==> config.mk <==
export PLATFORM = sky130hd
export DESIGN_NAME = file_exec_core
export DESIGN_NICKNAME = d
export VERILOG_FILES = /design/src/exec_pkg.sv /design/src/insn_decode.sv /design/src/alu8.sv /design/src/file_exec_core.sv
export SDC_FILE = /design/constraint.sdc
export NUM_CORES = 1
export LEC_CHECK = 0
export ABC_AREA = 1
export BUFFER_PORTS_ARGS = -buffer_cell sky130_fd_sc_hd__buf_4
export CAP_MARGIN = 20
export CORE_MARGIN = 2
export CORE_UTILIZATION = 44
export DETAILED_ROUTE_END_ITERATION = 16
export GPL_TIMING_DRIVEN = 0
export PLACE_DENSITY = 0.69
export SYNTH_ARGS = -nofsm -noshare
export SYNTH_HDL_FRONTEND = slang
export SYNTH_SLANG_ARGS = --single-unit
export TNS_END_PERCENT = 100
==> constraint.sdc <==
create_clock -name mclk -period 2.8 [get_ports mclk]
set_clock_uncertainty 0.2 [all_clocks]
set_input_delay 0.28 -clock mclk [delete_from_list [all_inputs] [get_ports mclk]]
set_output_delay 0.28 -clock mclk [all_outputs]
set_load 0.005 [all_outputs]
==> src/exec_pkg.sv <==
// Package for the file-register execution datapath: opcodes, fields, widths, reset values.
// Assumes a 14-bit instruction word in the mid-range encoding and a 13-bit program counter.
package exec_pkg;
  localparam int INSN_W = 14;
  localparam int PC_W = 13;
  localparam int FADDR_W = 7;
  localparam int DATA_W = 8;
  localparam int BRANCH_W = 11;
  localparam int LATCH_W = 5;
  // Field positions: destination bit of the instruction word, page bits of the pc upper latch.
  localparam int DEST_BIT = 7;
  localparam int LATCH_HI = 4;
  localparam int LATCH_LO = 3;
  // Reset values and arithmetic constants.
  localparam logic [PC_W-1:0] PC_RESET = 13'h0000;
  localparam logic [DATA_W-1:0] ACC_RESET = 8'h00;
  localparam logic [DATA_W-1:0] ONE = 8'h01;
  localparam logic [DATA_W-1:0] ZERO_BYTE = 8'h00;
  localparam logic [PC_W-1:0] PC_STEP = 13'h0001;
  // Byte-oriented opcodes, instruction bits 13:8.
  localparam logic [5:0] OP_IOR_FILE = 6'h04;
  localparam logic [5:0] OP_MOVE_FILE = 6'h08;
  localparam logic [5:0] OP_INC_FILE = 6'h0A;
  localparam logic [5:0] OP_DEC_SKIP = 6'h0B;
  localparam logic [5:0] OP_INC_SKIP = 6'h0F;
  // Move accumulator to file: bits 13:7 are 0000001.
  localparam logic [6:0] OP_MOVE_ACC = 7'h01;
  // Branch: bits 13:11 are 101.
  localparam logic [2:0] OP_BRANCH = 3'h5;
  // Literal ops, bits 13:10 (move-literal) and 13:8 (or-literal).
  localparam logic [3:0] OP_MOVE_LIT = 4'hC;
  localparam logic [5:0] OP_IOR_LIT = 6'h38;

  typedef enum logic [3:0] {
    OPC_NONE, OPC_DEC_SKIP, OPC_INC_SKIP, OPC_INC, OPC_BRANCH,
    OPC_IOR_LIT, OPC_IOR_FILE, OPC_MOVE_FILE, OPC_MOVE_LIT, OPC_MOVE_ACC
  } opclass_e;

  // Decoded instruction carried from the decoder to the core.
  typedef struct packed {
    opclass_e op;
    logic dest_file;
    logic [FADDR_W-1:0] faddr;
    logic [DATA_W-1:0] lit;
    logic [BRANCH_W-1:0] target;
  } decoded_s;

  // File write request toward the data memory.
  typedef struct packed {
    logic we;
    logic [FADDR_W-1:0] addr;
    logic [DATA_W-1:0] data;
  } fwrite_s;
endpackage : exec_pkg

==> src/insn_decode.sv <==
// Instruction decoder: splits a 14-bit word into operation class and operand fields.
// Purely combinational; sits in the same clock domain as the core.
`timescale 1ns/1ps
`default_nettype none
module insn_decode (
  input wire logic [exec_pkg::INSN_W-1:0] insn,
  output exec_pkg::decoded_s dec
);
  // Match the opcode fields; anything outside the subset decodes as no operation.
  always_comb
  begin
    dec = '0;
    dec.dest_file = insn[exec_pkg::DEST_BIT];
    dec.faddr = insn[exec_pkg::FADDR_W-1:0];
    dec.lit = insn[exec_pkg::DATA_W-1:0];
    dec.target = insn[exec_pkg::BRANCH_W-1:0];
    dec.op = exec_pkg::OPC_NONE;
    if (insn[13:11] == exec_pkg::OP_BRANCH)
      dec.op = exec_pkg::OPC_BRANCH;
    else if (insn[13:10] == exec_pkg::OP_MOVE_LIT)
      dec.op = exec_pkg::OPC_MOVE_LIT;
    else if (insn[13:8] == exec_pkg::OP_IOR_LIT)
      dec.op = exec_pkg::OPC_IOR_LIT;
    else if (insn[13:7] == exec_pkg::OP_MOVE_ACC)
      dec.op = exec_pkg::OPC_MOVE_ACC;
    else
    begin
      case (insn[13:8])
        exec_pkg::OP_IOR_FILE: dec.op = exec_pkg::OPC_IOR_FILE;
        exec_pkg::OP_MOVE_FILE: dec.op = exec_pkg::OPC_MOVE_FILE;
        exec_pkg::OP_INC_FILE: dec.op = exec_pkg::OPC_INC;
        exec_pkg::OP_DEC_SKIP: dec.op = exec_pkg::OPC_DEC_SKIP;
        exec_pkg::OP_INC_SKIP: dec.op = exec_pkg::OPC_INC_SKIP;
        default: dec.op = exec_pkg::OPC_NONE;
      endcase
    end
  end
endmodule : insn_decode
`default_nettype wire

==> src/alu8.sv <==
// Eight-bit arithmetic unit: result and zero test for the supported operations.
// Combinational; operands arrive already selected by the core.
`timescale 1ns/1ps
`default_nettype none
module alu8 (
  input wire exec_pkg::opclass_e op,
  input wire logic [exec_pkg::DATA_W-1:0] acc,
  input wire logic [exec_pkg::DATA_W-1:0] fval,
  input wire logic [exec_pkg::DATA_W-1:0] lit,
  output logic [exec_pkg::DATA_W-1:0] result,
  output logic zero
);
  // Wrap-around arithmetic is intended: 0xFF plus one gives zero and so a skip.
  always_comb
  begin
    case (op)
      exec_pkg::OPC_DEC_SKIP: result = fval - exec_pkg::ONE;
      exec_pkg::OPC_INC_SKIP, exec_pkg::OPC_INC: result = fval + exec_pkg::ONE;
      exec_pkg::OPC_IOR_LIT: result = acc | lit;
      exec_pkg::OPC_IOR_FILE: result = acc | fval;
      exec_pkg::OPC_MOVE_FILE: result = fval;
      exec_pkg::OPC_MOVE_LIT: result = lit;
      exec_pkg::OPC_MOVE_ACC: result = acc;
      default: result = exec_pkg::ZERO_BYTE;
    endcase
    zero = (result == exec_pkg::ZERO_BYTE);
  end
endmodule : alu8
`default_nettype wire

==> src/file_exec_core.sv <==
// Execution core for a subset of file-register instructions, one instruction per mclk cycle; a branch or a taken skip adds a discarded slot.
// Assumes the fetch side presents insn with insn_valid, and the data file answers fread
// combinationally for the address on faddr in the same cycle.
`timescale 1ns/1ps
`default_nettype none
module file_exec_core (
  input wire logic mclk,
  input wire logic rstn,
  input wire logic [exec_pkg::INSN_W-1:0] insn,
  input wire logic insn_valid,
  input wire logic [exec_pkg::LATCH_W-1:0] pc_upper_latch,
  input wire logic [exec_pkg::DATA_W-1:0] fread,
  output logic [exec_pkg::FADDR_W-1:0] faddr,
  output exec_pkg::fwrite_s fwrite,
  output logic [exec_pkg::PC_W-1:0] pc,
  output logic [exec_pkg::DATA_W-1:0] acc,
  output logic zero_flag,
  output logic flush
);
  typedef enum logic [1:0] {
    ST_EXEC = 2'b00,
    ST_FLUSH = 2'b01
  } slot_e;

  exec_pkg::decoded_s dec;
  logic [exec_pkg::DATA_W-1:0] result;
  logic res_zero;
  slot_e slot_r, slot_nxt;
  logic [exec_pkg::PC_W-1:0] pc_r, pc_nxt;
  logic [exec_pkg::DATA_W-1:0] acc_r, acc_nxt;
  logic zero_r, zero_nxt;
  exec_pkg::fwrite_s fw_r, fw_nxt;
  logic run;

  insn_decode insn_decode_inst (
    .insn(insn),
    .dec(dec)
  );

  alu8 alu8_inst (
    .op(dec.op),
    .acc(acc_r),
    .fval(fread),
    .lit(dec.lit),
    .result(result),
    .zero(res_zero)
  );

  // True for operations whose result may go to either the file or the accumulator.
  function automatic logic has_dest(input exec_pkg::opclass_e op);
    has_dest = (op == exec_pkg::OPC_DEC_SKIP) || (op == exec_pkg::OPC_INC_SKIP) ||
               (op == exec_pkg::OPC_INC) || (op == exec_pkg::OPC_IOR_FILE) ||
               (op == exec_pkg::OPC_MOVE_FILE);
  endfunction : has_dest

  // True for operations that update the zero flag.
  function automatic logic sets_zero(input exec_pkg::opclass_e op);
    sets_zero = (op == exec_pkg::OPC_INC) || (op == exec_pkg::OPC_IOR_LIT) ||
                (op == exec_pkg::OPC_IOR_FILE) || (op == exec_pkg::OPC_MOVE_FILE);
  endfunction : sets_zero

  assign run = insn_valid && (slot_r == ST_EXEC);
  assign faddr = dec.faddr;

  // Next-state logic; the flush slot discards whatever word is presented, which is
  // how both the skip and the second branch cycle are realised.
  always_comb
  begin
    slot_nxt = ST_EXEC;
    pc_nxt = pc_r;
    acc_nxt = acc_r;
    zero_nxt = zero_r;
    fw_nxt = '0;
    if (slot_r == ST_FLUSH)
    begin
      slot_nxt = ST_EXEC; // The discarded slot costs the second cycle.
    end
    else if (run)
    begin
      pc_nxt = pc_r + exec_pkg::PC_STEP;
      case (dec.op)
        exec_pkg::OPC_BRANCH:
        begin
          pc_nxt = {pc_upper_latch[exec_pkg::LATCH_HI:exec_pkg::LATCH_LO], dec.target};
          slot_nxt = ST_FLUSH;
        end
        exec_pkg::OPC_DEC_SKIP, exec_pkg::OPC_INC_SKIP:
        begin
          if (res_zero)
            slot_nxt = ST_FLUSH;
        end
        exec_pkg::OPC_IOR_LIT, exec_pkg::OPC_MOVE_LIT:
          acc_nxt = result;
        exec_pkg::OPC_MOVE_ACC:
        begin
          fw_nxt.we = 1'b1;
          fw_nxt.addr = dec.faddr;
          fw_nxt.data = acc_r;
        end
        default:
        begin
        end
      endcase
      // Destination routing shared by all byte ops.
      if (has_dest(dec.op))
      begin
        if (dec.dest_file)
        begin
          fw_nxt.we = 1'b1;
          fw_nxt.addr = dec.faddr;
          fw_nxt.data = result;
        end
        else
          acc_nxt = result;
      end
      if (sets_zero(dec.op))
        zero_nxt = res_zero;
    end
  end

  // State registers only.
  always_ff @(posedge mclk or negedge rstn)
  begin
    if (!rstn)
    begin
      slot_r <= ST_EXEC;
      pc_r <= exec_pkg::PC_RESET;
      acc_r <= exec_pkg::ACC_RESET;
      zero_r <= 1'b0;
      fw_r <= '0;
    end
    else
    begin
      slot_r <= slot_nxt;
      pc_r <= pc_nxt;
      acc_r <= acc_nxt;
      zero_r <= zero_nxt;
      fw_r <= fw_nxt;
    end
  end

  assign pc = pc_r;
  assign acc = acc_r;
  assign zero_flag = zero_r;
  assign fwrite = fw_r;
  assign flush = (slot_r == ST_FLUSH);

  // A zero decrement result must discard exactly the next slot.
  a_dec_skip_zero: assert property (@(posedge mclk) disable iff (!rstn)
    run && dec.op == exec_pkg::OPC_DEC_SKIP && fread == exec_pkg::ONE
    |=> flush ##1 !flush)
    else $error("decrement to zero did not skip one slot");

  // Decrement-skip leaves the zero flag alone.
  a_dec_no_flags: assert property (@(posedge mclk) disable iff (!rstn)
    run && dec.op == exec_pkg::OPC_DEC_SKIP |=> $stable(zero_flag))
    else $error("decrement-skip changed the zero flag");

  // Increment-skip skips on wrap to zero and never when nonzero.
  a_inc_skip_cond: assert property (@(posedge mclk) disable iff (!rstn)
    run && dec.op == exec_pkg::OPC_INC_SKIP |=> flush == ($past(fread) == 8'hFF))
    else $error("increment-skip skip decision wrong");

  // Destination bit picks accumulator or file write.
  a_dest_route: assert property (@(posedge mclk) disable iff (!rstn)
    run && has_dest(dec.op) |=> fwrite.we == $past(dec.dest_file))
    else $error("destination routing wrong");

  // Increment to accumulator delivers file plus one and its zero test.
  a_inc_result: assert property (@(posedge mclk) disable iff (!rstn)
    run && dec.op == exec_pkg::OPC_INC && !dec.dest_file
    |=> acc == $past(fread) + exec_pkg::ONE && zero_flag == (acc == 8'h00))
    else $error("increment result or zero flag wrong");

  // Branch target and two-cycle timing.
  a_branch_pc: assert property (@(posedge mclk) disable iff (!rstn)
    run && dec.op == exec_pkg::OPC_BRANCH
    |=> pc == {$past(pc_upper_latch[4:3]), $past(dec.target)} && flush ##1 !flush)
    else $error("branch target or timing wrong");

  // Or-literal result and zero flag.
  a_ior_literal: assert property (@(posedge mclk) disable iff (!rstn)
    run && dec.op == exec_pkg::OPC_IOR_LIT
    |=> acc == ($past(acc) | $past(dec.lit)) && zero_flag == (acc == 8'h00))
    else $error("or-literal result wrong");

  // Or-file written back to the file.
  a_ior_file: assert property (@(posedge mclk) disable iff (!rstn)
    run && dec.op == exec_pkg::OPC_IOR_FILE && dec.dest_file
    |=> fwrite.data == ($past(acc) | $past(fread)))
    else $error("or-file result wrong");

  // Move-file zero flag follows the moved value.
  a_move_zero: assert property (@(posedge mclk) disable iff (!rstn)
    run && dec.op == exec_pkg::OPC_MOVE_FILE |=> zero_flag == ($past(fread) == 8'h00))
    else $error("move-file zero flag wrong");

  // Move-literal loads accumulator, flags stay.
  a_move_literal: assert property (@(posedge mclk) disable iff (!rstn)
    run && dec.op == exec_pkg::OPC_MOVE_LIT
    |=> acc == $past(dec.lit) && $stable(zero_flag))
    else $error("move-literal wrong");

  // Move-acc writes the file at the given address.
  a_move_acc: assert property (@(posedge mclk) disable iff (!rstn)
    run && dec.op == exec_pkg::OPC_MOVE_ACC
    |=> fwrite.we && fwrite.addr == $past(dec.faddr) && fwrite.data == $past(acc))
    else $error("move-acc write wrong");

  // Plain one-cycle ops advance the pc by one with no flush.
  a_single_step: assert property (@(posedge mclk) disable iff (!rstn)
    run && (dec.op == exec_pkg::OPC_MOVE_LIT || dec.op == exec_pkg::OPC_NONE)
    |=> !flush && pc == $past(pc) + exec_pkg::PC_STEP)
    else $error("single-cycle op did not step pc by one");

  // Decrement-skip into the accumulator delivers file minus one.
  a_dec_acc_result: assert property (@(posedge mclk) disable iff (!rstn)
    run && dec.op == exec_pkg::OPC_DEC_SKIP && !dec.dest_file
    |=> acc == $past(fread) - exec_pkg::ONE && !fwrite.we)
    else $error("decrement-skip accumulator result wrong");

  // Decrement-skip back into the file writes file minus one at the same address.
  a_dec_file_write: assert property (@(posedge mclk) disable iff (!rstn)
    run && dec.op == exec_pkg::OPC_DEC_SKIP && dec.dest_file
    |=> fwrite.we && fwrite.addr == $past(dec.faddr)
    && fwrite.data == $past(fread) - exec_pkg::ONE)
    else $error("decrement-skip file write wrong");

  // A nonzero decrement result must not discard the next slot.
  a_dec_no_skip: assert property (@(posedge mclk) disable iff (!rstn)
    run && dec.op == exec_pkg::OPC_DEC_SKIP && fread != exec_pkg::ONE |=> !flush)
    else $error("decrement-skip skipped on a nonzero result");

  // Increment-skip leaves the zero flag alone.
  a_inc_skip_flags: assert property (@(posedge mclk) disable iff (!rstn)
    run && dec.op == exec_pkg::OPC_INC_SKIP |=> $stable(zero_flag))
    else $error("increment-skip changed the zero flag");

  // Increment-skip back into the file writes file plus one and keeps the accumulator.
  a_inc_skip_file: assert property (@(posedge mclk) disable iff (!rstn)
    run && dec.op == exec_pkg::OPC_INC_SKIP && dec.dest_file
    |=> fwrite.data == $past(fread) + exec_pkg::ONE && $stable(acc))
    else $error("increment-skip file result wrong");

  // A file destination must leave the accumulator untouched.
  a_dest_acc_hold: assert property (@(posedge mclk) disable iff (!rstn)
    run && has_dest(dec.op) && dec.dest_file |=> $stable(acc))
    else $error("file destination disturbed the accumulator");

  // Increment back into the file writes file plus one and sets zero from it.
  a_inc_file_write: assert property (@(posedge mclk) disable iff (!rstn)
    run && dec.op == exec_pkg::OPC_INC && dec.dest_file
    |=> fwrite.data == $past(fread) + exec_pkg::ONE
    && zero_flag == (fwrite.data == exec_pkg::ZERO_BYTE))
    else $error("increment file result or zero flag wrong");

  // A branch touches neither flags, accumulator nor the file.
  a_branch_quiet: assert property (@(posedge mclk) disable iff (!rstn)
    run && dec.op == exec_pkg::OPC_BRANCH
    |=> $stable(zero_flag) && $stable(acc) && !fwrite.we)
    else $error("branch disturbed data state");

  // Literal ops never write the file.
  a_lit_no_write: assert property (@(posedge mclk) disable iff (!rstn)
    run && (dec.op == exec_pkg::OPC_IOR_LIT || dec.op == exec_pkg::OPC_MOVE_LIT)
    |=> !fwrite.we)
    else $error("literal op wrote the file");

  // Or-file into the accumulator and its zero flag.
  a_ior_file_acc: assert property (@(posedge mclk) disable iff (!rstn)
    run && dec.op == exec_pkg::OPC_IOR_FILE && !dec.dest_file
    |=> acc == ($past(acc) | $past(fread)) && zero_flag == (acc == exec_pkg::ZERO_BYTE))
    else $error("or-file accumulator result wrong");

  // Move-file into the accumulator copies the file value.
  a_move_file_acc: assert property (@(posedge mclk) disable iff (!rstn)
    run && dec.op == exec_pkg::OPC_MOVE_FILE && !dec.dest_file
    |=> acc == $past(fread) && !fwrite.we)
    else $error("move-file accumulator result wrong");

  // Move-acc leaves flags and accumulator as they were.
  a_move_acc_quiet: assert property (@(posedge mclk) disable iff (!rstn)
    run && dec.op == exec_pkg::OPC_MOVE_ACC |=> $stable(zero_flag) && $stable(acc))
    else $error("move-acc changed flags or accumulator");

  // A stall outside the discarded slot changes nothing, so fetch may pause in any execute slot.
  a_stall_hold: assert property (@(posedge mclk) disable iff (!rstn)
    !insn_valid && !flush |=> $stable(pc) && $stable(acc) && !fwrite.we)
    else $error("stall changed core state");

  // The discarded slot behaves as a no-op that does not move the pc.
  a_flush_hold: assert property (@(posedge mclk) disable iff (!rstn)
    flush |=> $stable(pc) && $stable(acc) && $stable(zero_flag) && !fwrite.we)
    else $error("discarded slot changed core state");

  // The remaining one-cycle ops step the pc by one with no discarded slot.
  a_step_pc: assert property (@(posedge mclk) disable iff (!rstn)
    run && (dec.op == exec_pkg::OPC_INC || dec.op == exec_pkg::OPC_IOR_LIT ||
    dec.op == exec_pkg::OPC_IOR_FILE || dec.op == exec_pkg::OPC_MOVE_FILE ||
    dec.op == exec_pkg::OPC_MOVE_ACC)
    |=> !flush && pc == $past(pc) + exec_pkg::PC_STEP)
    else $error("one-cycle op did not step pc by one");
endmodule : file_exec_core
`default_nettype wire

==> Yosys cells after proc, flatten, opt, wreduce, memory -nomap -nowiden <==
Cells that the tools add are included.
{ "word_totals": {"register_bits": 40, "in_bits": 30} }
{ "op_classes": {"mux": 19, "n_eq_ne": 19, "n_reduce_logical": 15, "bitwise": 3, "n_addsub": 3} }
{ "op_table": {"columns": ["operator", "count"], "rows": [
  ["16-bit two-way mux", 5],
  ["8-bit one-hot mux with 7 select lines", 1],
  ["6-bit by 4-bit == test with 1-bit output (second input constant)", 4],
  ["8-bit two-way mux", 3],
  ["4-bit by 3-bit == test with 1-bit output (second input constant)", 4],
  ["4-bit two-way mux", 4],
  ["8-bit OR", 2],
  ["3-bit one-hot mux with 5 select lines", 1],
  ["13-bit by 1-bit adder with 13-bit output (second input constant)", 1],
  ["13-bit two-way mux", 1],
  ["4-bit == test (second input constant)", 3],
  ["8-bit by 1-bit adder with 8-bit output (second input constant)", 1],
  ["4-bit by 2-bit == test with 1-bit output (second input constant)", 2],
  ["8-bit logical NOT", 1],
  ["8-bit by 1-bit subtractor with 8-bit output (second input constant)", 1],
  ["7-bit by 1-bit == test with 1-bit output (second input constant)", 1],
  ["1-bit logical OR", 7],
  ["6-bit by 3-bit == test with 1-bit output (second input constant)", 1],
  ["6-bit == test (second input constant)", 1],
  ["2-bit OR reduction", 3],
  ["4-bit by 1-bit == test with 1-bit output (second input constant)", 1],
  ["3-bit == test (second input constant)", 1],
  ["1-bit two-way mux", 3],
  ["3-bit AND reduction", 1],
  ["other kinds (6)", 6]
]} }

==> Depth between registers and ports, before layout <==
{ "depth": {"depth_word": 14, "ltp_mapped": 19} }

==> By module <==
From an unflattened synthesis, not the netlist that was laid out.
{ "unflattened": {"hier_cells": 472, "hier_area_um2": 3100.5} }
{ "by_module_without_submodules": {"columns": ["module", "instances", "cells_each", "area_per_inst_um2", "seq_area_each_um2"], "rows": [
  ["file_exec_core", 1, 262, 2000.7, 975.9],
  ["alu8", 1, 151, 742.0, 0.0],
  ["insn_decode", 1, 59, 357.8, 0.0]
]} }

==> Worst setup path before layout <==
No wires, ideal clock.
{ "synth_timing": {"path_kind": "input -> register", "startpoint": "input insn[13] (netlist bit)", "endpoint": "register slot_r[0]", "path_buffers": 0, "required_time_ns": 2.522, "arrival_time_ns": 2.068, "path_slack_ns": 0.454, "cell_stages": 13, "setup_time_ns": 0.078, "path_cell_list": "nor2_2 -> nand2_1 -> nand2_1 -> inv_1 -> fa_1 -> or2_2 -> nand3_1 -> nand2_1 -> nor2_1 -> nand2_1 -> nor2_2 -> nand4_1 -> a21oi_1"} }
{ "synth_via": {"elab_chain_cells": 14} }
{ "synth_rtl": {"columns": ["element", "line_no", "rtl"], "rows": [
  ["start, declared", "file_exec_core.sv:9", "input wire logic [exec_pkg::INSN_W-1:0] insn,"],
  ["6-bit by 4-bit == test with 1-bit output or 6-bit by 3-bit == test with 1-bit output (tied branches)", "insn_decode.sv:28", "case (insn[13:8])"],
  ["3-bit one-hot mux with 5 select lines", "insn_decode.sv:28", null],
  ["4-bit two-way mux", "insn_decode.sv:24", "else if (insn[13:7] == exec_pkg::OP_MOVE_ACC)"],
  ["4-bit two-way mux", "insn_decode.sv:22", "else if (insn[13:8] == exec_pkg::OP_IOR_LIT)"],
  ["4-bit two-way mux", "insn_decode.sv:20", "else if (insn[13:10] == exec_pkg::OP_MOVE_LIT)"],
  ["4-bit two-way mux *", "insn_decode.sv:18", "if (insn[13:11] == exec_pkg::OP_BRANCH)"],
  ["4-bit by 2-bit == test with 1-bit output (on tied branches)", "alu8.sv:16, file_exec_core.sv:81", null],
  ["2-bit OR reduction", "alu8.sv:16", "case (op)"],
  ["8-bit one-hot mux with 7 select lines", "alu8.sv:16", null],
  ["8-bit logical NOT", "alu8.sv:26", "zero = (result == exec_pkg::ZERO_BYTE);"],
  ["1-bit two-way mux", "file_exec_core.sv:89", "if (res_zero)"],
  ["1-bit one-hot mux with 2 select lines *", "file_exec_core.sv:81", "case (dec.op)"],
  ["1-bit two-way mux *", "file_exec_core.sv:78", "else if (run)"],
  ["1-bit two-way mux *", "file_exec_core.sv:74", "if (slot_r == ST_FLUSH)"],
  ["via slot_nxt[0]", "file_exec_core.sv:28", "slot_e slot_r, slot_nxt;"],
  ["end signal, assigned", "file_exec_core.sv:134", "slot_r <= slot_nxt;"],
  ["end, declared", "file_exec_core.sv:28", null]
]} }
Mark *: on every way through the listed nets, which the timed path passes. The rest lies on a longest branch.
A chain may end at the register's enable or synchronous reset.

==> Worst setup path in the final report <==
{ "layout_timing": {"startpoint": "input insn[11] (netlist bit)", "endpoint": "register slot_r[0]"} }
Same word-level chain as after synthesis.

==> impl_metrics.json <==
{
  "wl_per_cell_um": 14.2,
  "start_util": 0.452,
  "grt_pass1_vias": 2786,
  "setup_violations": 0,
  "crit_type": "in -> reg",
  "critical_path.most_common_cell": "nand2_1",
  "boundaryPins": 76,
  "port_buffers": 72,
  "grt_pass1_wl_um": 13000,
  "post_route_cells_drive_above_1_share": 0.243,
  "cts_tree": "yes",
  "relSlewSlack": 0.636,
  "arrival_ns": 2.63,
  "clk_latency_ns": 0.30,
  "hold_viol": 0,
  "grt_max_degree": 40,
  "cpPeakStageDelay_ns": 0.31,
  "via_per_inst": 5.20,
  "layout_commonest_cell": "nand2_1",
  "syn_inst": 414,
  "clockBufferDepth": 2,
  "vias": 2986,
  "syn_area_um2": 2850,
  "final_cell_mix": "nand2_1 (99), buf_4 (81), inv_1 (68)",
  "yosysSeqAreaShare": 0.342,
  "crit_path_end_kind": "register",
  "root_buffer": "clkbuf_8",
  "fin_crit_sh": 0.932,
  "hp-class": "in -> reg",
  "synth.avg_cell_area_um2": 6.89,
  "rows": 29,
  "gp_congestion": 0.914,
  "fin_ws_ns": 0.190,
  "antenna_found_initial": 0,
  "drt-total-wl_um": 8150,
  "pre_cts_ws_ns": -0.0206,
  "maxCapViolCount": 0,
  "die_x_um": 84.5,
  "grt.total_usage": 0.228,
  "clock-sinks": 39,
  "drc": 0,
  "status": "complete, no violations",
  "tns_ns": 0,
  "crit_path_start_kind": "input port",
  "holdWs_ns": 0.0438,
  "nets": 534,
  "htreeDepth": 2,
  "drtIter0Drc": 232,
  "crit_chain": "buf_4 > inv_2 > nor2_4 > nand3_2 > nand2_1 > clkinvlp_4 > buf_12 > ha_1 > nand2_1 > inv_1 > a21oi_1 > nand2_1 > inv_1 > nand2_1 > nand3_1 > nand2_1 > nor2_1 > nand4_1 > a21oi_1",
  "pwr_density_cell_nw_per_um2": 480,
  "core_area_um2": 6310,
  "rrSetupSlack_ns": 0.54,
  "min_period_ns": 2.61,
  "synth_cell_types": 33,
  "ys_warn_count": 0,
  "ys_ff_latch": 39,
  "die-area_um2": 7140,
  "p_leak_uw": 0.00208,
  "grt_overflow": 0,
  "fmax_ghz": 0.383,
  "die_height_um": 84.5,
  "slew_violations": 0,
  "hpwlAfterDp_um": 6270,
  "clk_pin_slew_ns": 0.08,
  "diodes": 0,
  "dr.pass1.iters": 5,
  "fin_cells": 574,
  "cp.required_ns": 2.82,
  "ir_worst_vdd_v": 0.000254,
  "worstPathMaxFanout": 7,
  "drtAntennaViolNets": 0,
  "cts_inserted_buffers": 5,
  "cpMaxStageDelayCell": "ha_1",
  "tightest_slew_ns": 0.542,
  "syn-num-nets": 452,
  "syn2layout_area_growth_pct": 30.0,
  "place_inst": 563
}
-- cell families (layout without fill, tap and decap cells) --
logic type               after synthesis  count (layout)  synth area share
AND/OR/NAND/NOR                      202             202             0.323
buffers and inverters                 90             173             0.137
AO/OA/AOI/OAI                         64              64             0.126
flip-flops                            39              39             0.342
XOR/XNOR                              11              11            0.0338
adder cells (fa/ha/maj)                8               8            0.0377
-- worst max-delay path, delay by kind of cell --
family          cells  cell delay (ns)
compound gates      2             0.30
buf+inv             6             0.57
simple gates       10             1.16
fa+ha+maj           1             0.31
-- timing repair --
action | in CTS | in global routing
buffers inserted | 0 | 2
resized for setup | 0 | 8
hold buffers | 1 | 0
hold endpoints to repair | 39 | 0
endpoints found under the setup margin | 0 | 1
-- final timing paths --
path / end / depth (start not counted) / start
max: slot_r[0] / 19 / insn[11]
min: fwrite[8] / 3 / insn[0]
max reg2reg: pc[12] / 9 / pc[0]
min reg2reg: pc[1] / 2 / pc[1]
max in group asynchronous: acc[3] / 2 / rstn
min in group asynchronous: pc[9] / 2 / rstn
-- per-stage QoR --
step / power [uW] / util / area (um^2)
floorplan: 1010 / - / 2850
global placement: 1270 / 0.553 / 3490
detailed placement: 1280 / 0.553 / 3490
CTS: 1780 / 0.573 / 3620
global route: 1890 / 0.587 / 3710
finish: 1780 / 0.587 / 3710
-- per-layer routing --
metal	global-route usage	part of all wire	up-vias
met5	0	0	-
met4	0.0707	0.018	0
met3	0.0364	0.065	12
met2	0.370	0.47	107
met1	0.312	0.44	1381
li1	-	-	1486
-- area by class of cell --
cell class / instances / area (um^2)
Clock inverter: 2 / 35.0
Buffer: 17 / 118
Clock buffer: 6 / 82.6
Tap cell: 77 / 96.3
Inverter: 73 / 278
Timing Repair Buffer: 75 / 578
Fill cell: 615 / 2610
Sequential cell: 39 / 976
Multi-Input combinational cell: 285 / 1550
-- power by group --
| group | total (uW) | switching (uW) | internal (uW) |
|---|---|---|---|
| combinational | 549 | 280 | 269 |
| sequential | 736 | 85.9 | 650 |
| clock | 496 | 208 | 288 |
| total | 1780 | 574 | 1210 |
-- cell usage after synthesis (all sizes together) --
library cell	count	area [um^2]
nand2	101	384
inv	72	270
dfrtp	39	976
nand3	38	210
nor2	38	168
o21ai	33	165
a21oi	23	119
nand4	15	93.8
buf	12	98.8
xor2	11	96.3
ha	7	87.6
clkbuf	5	18.8
nor3	5	30.0
o211ai	4	30.0
a211oi	2	15.0
nand3b	2	15.0
or2	2	15.0
a31oi	1	21.3
a41oi	1	8.76
and2	1	6.26
clkinv	1	3.75
fa	1	20.0
-- state kept, by name (all words and copies together), names as in the netlist --
signal / cells
zero_flag: 1
slot_r: 1
fwrite: 16
pc: 13
acc: 8
(Power assumes the default switching activity.)
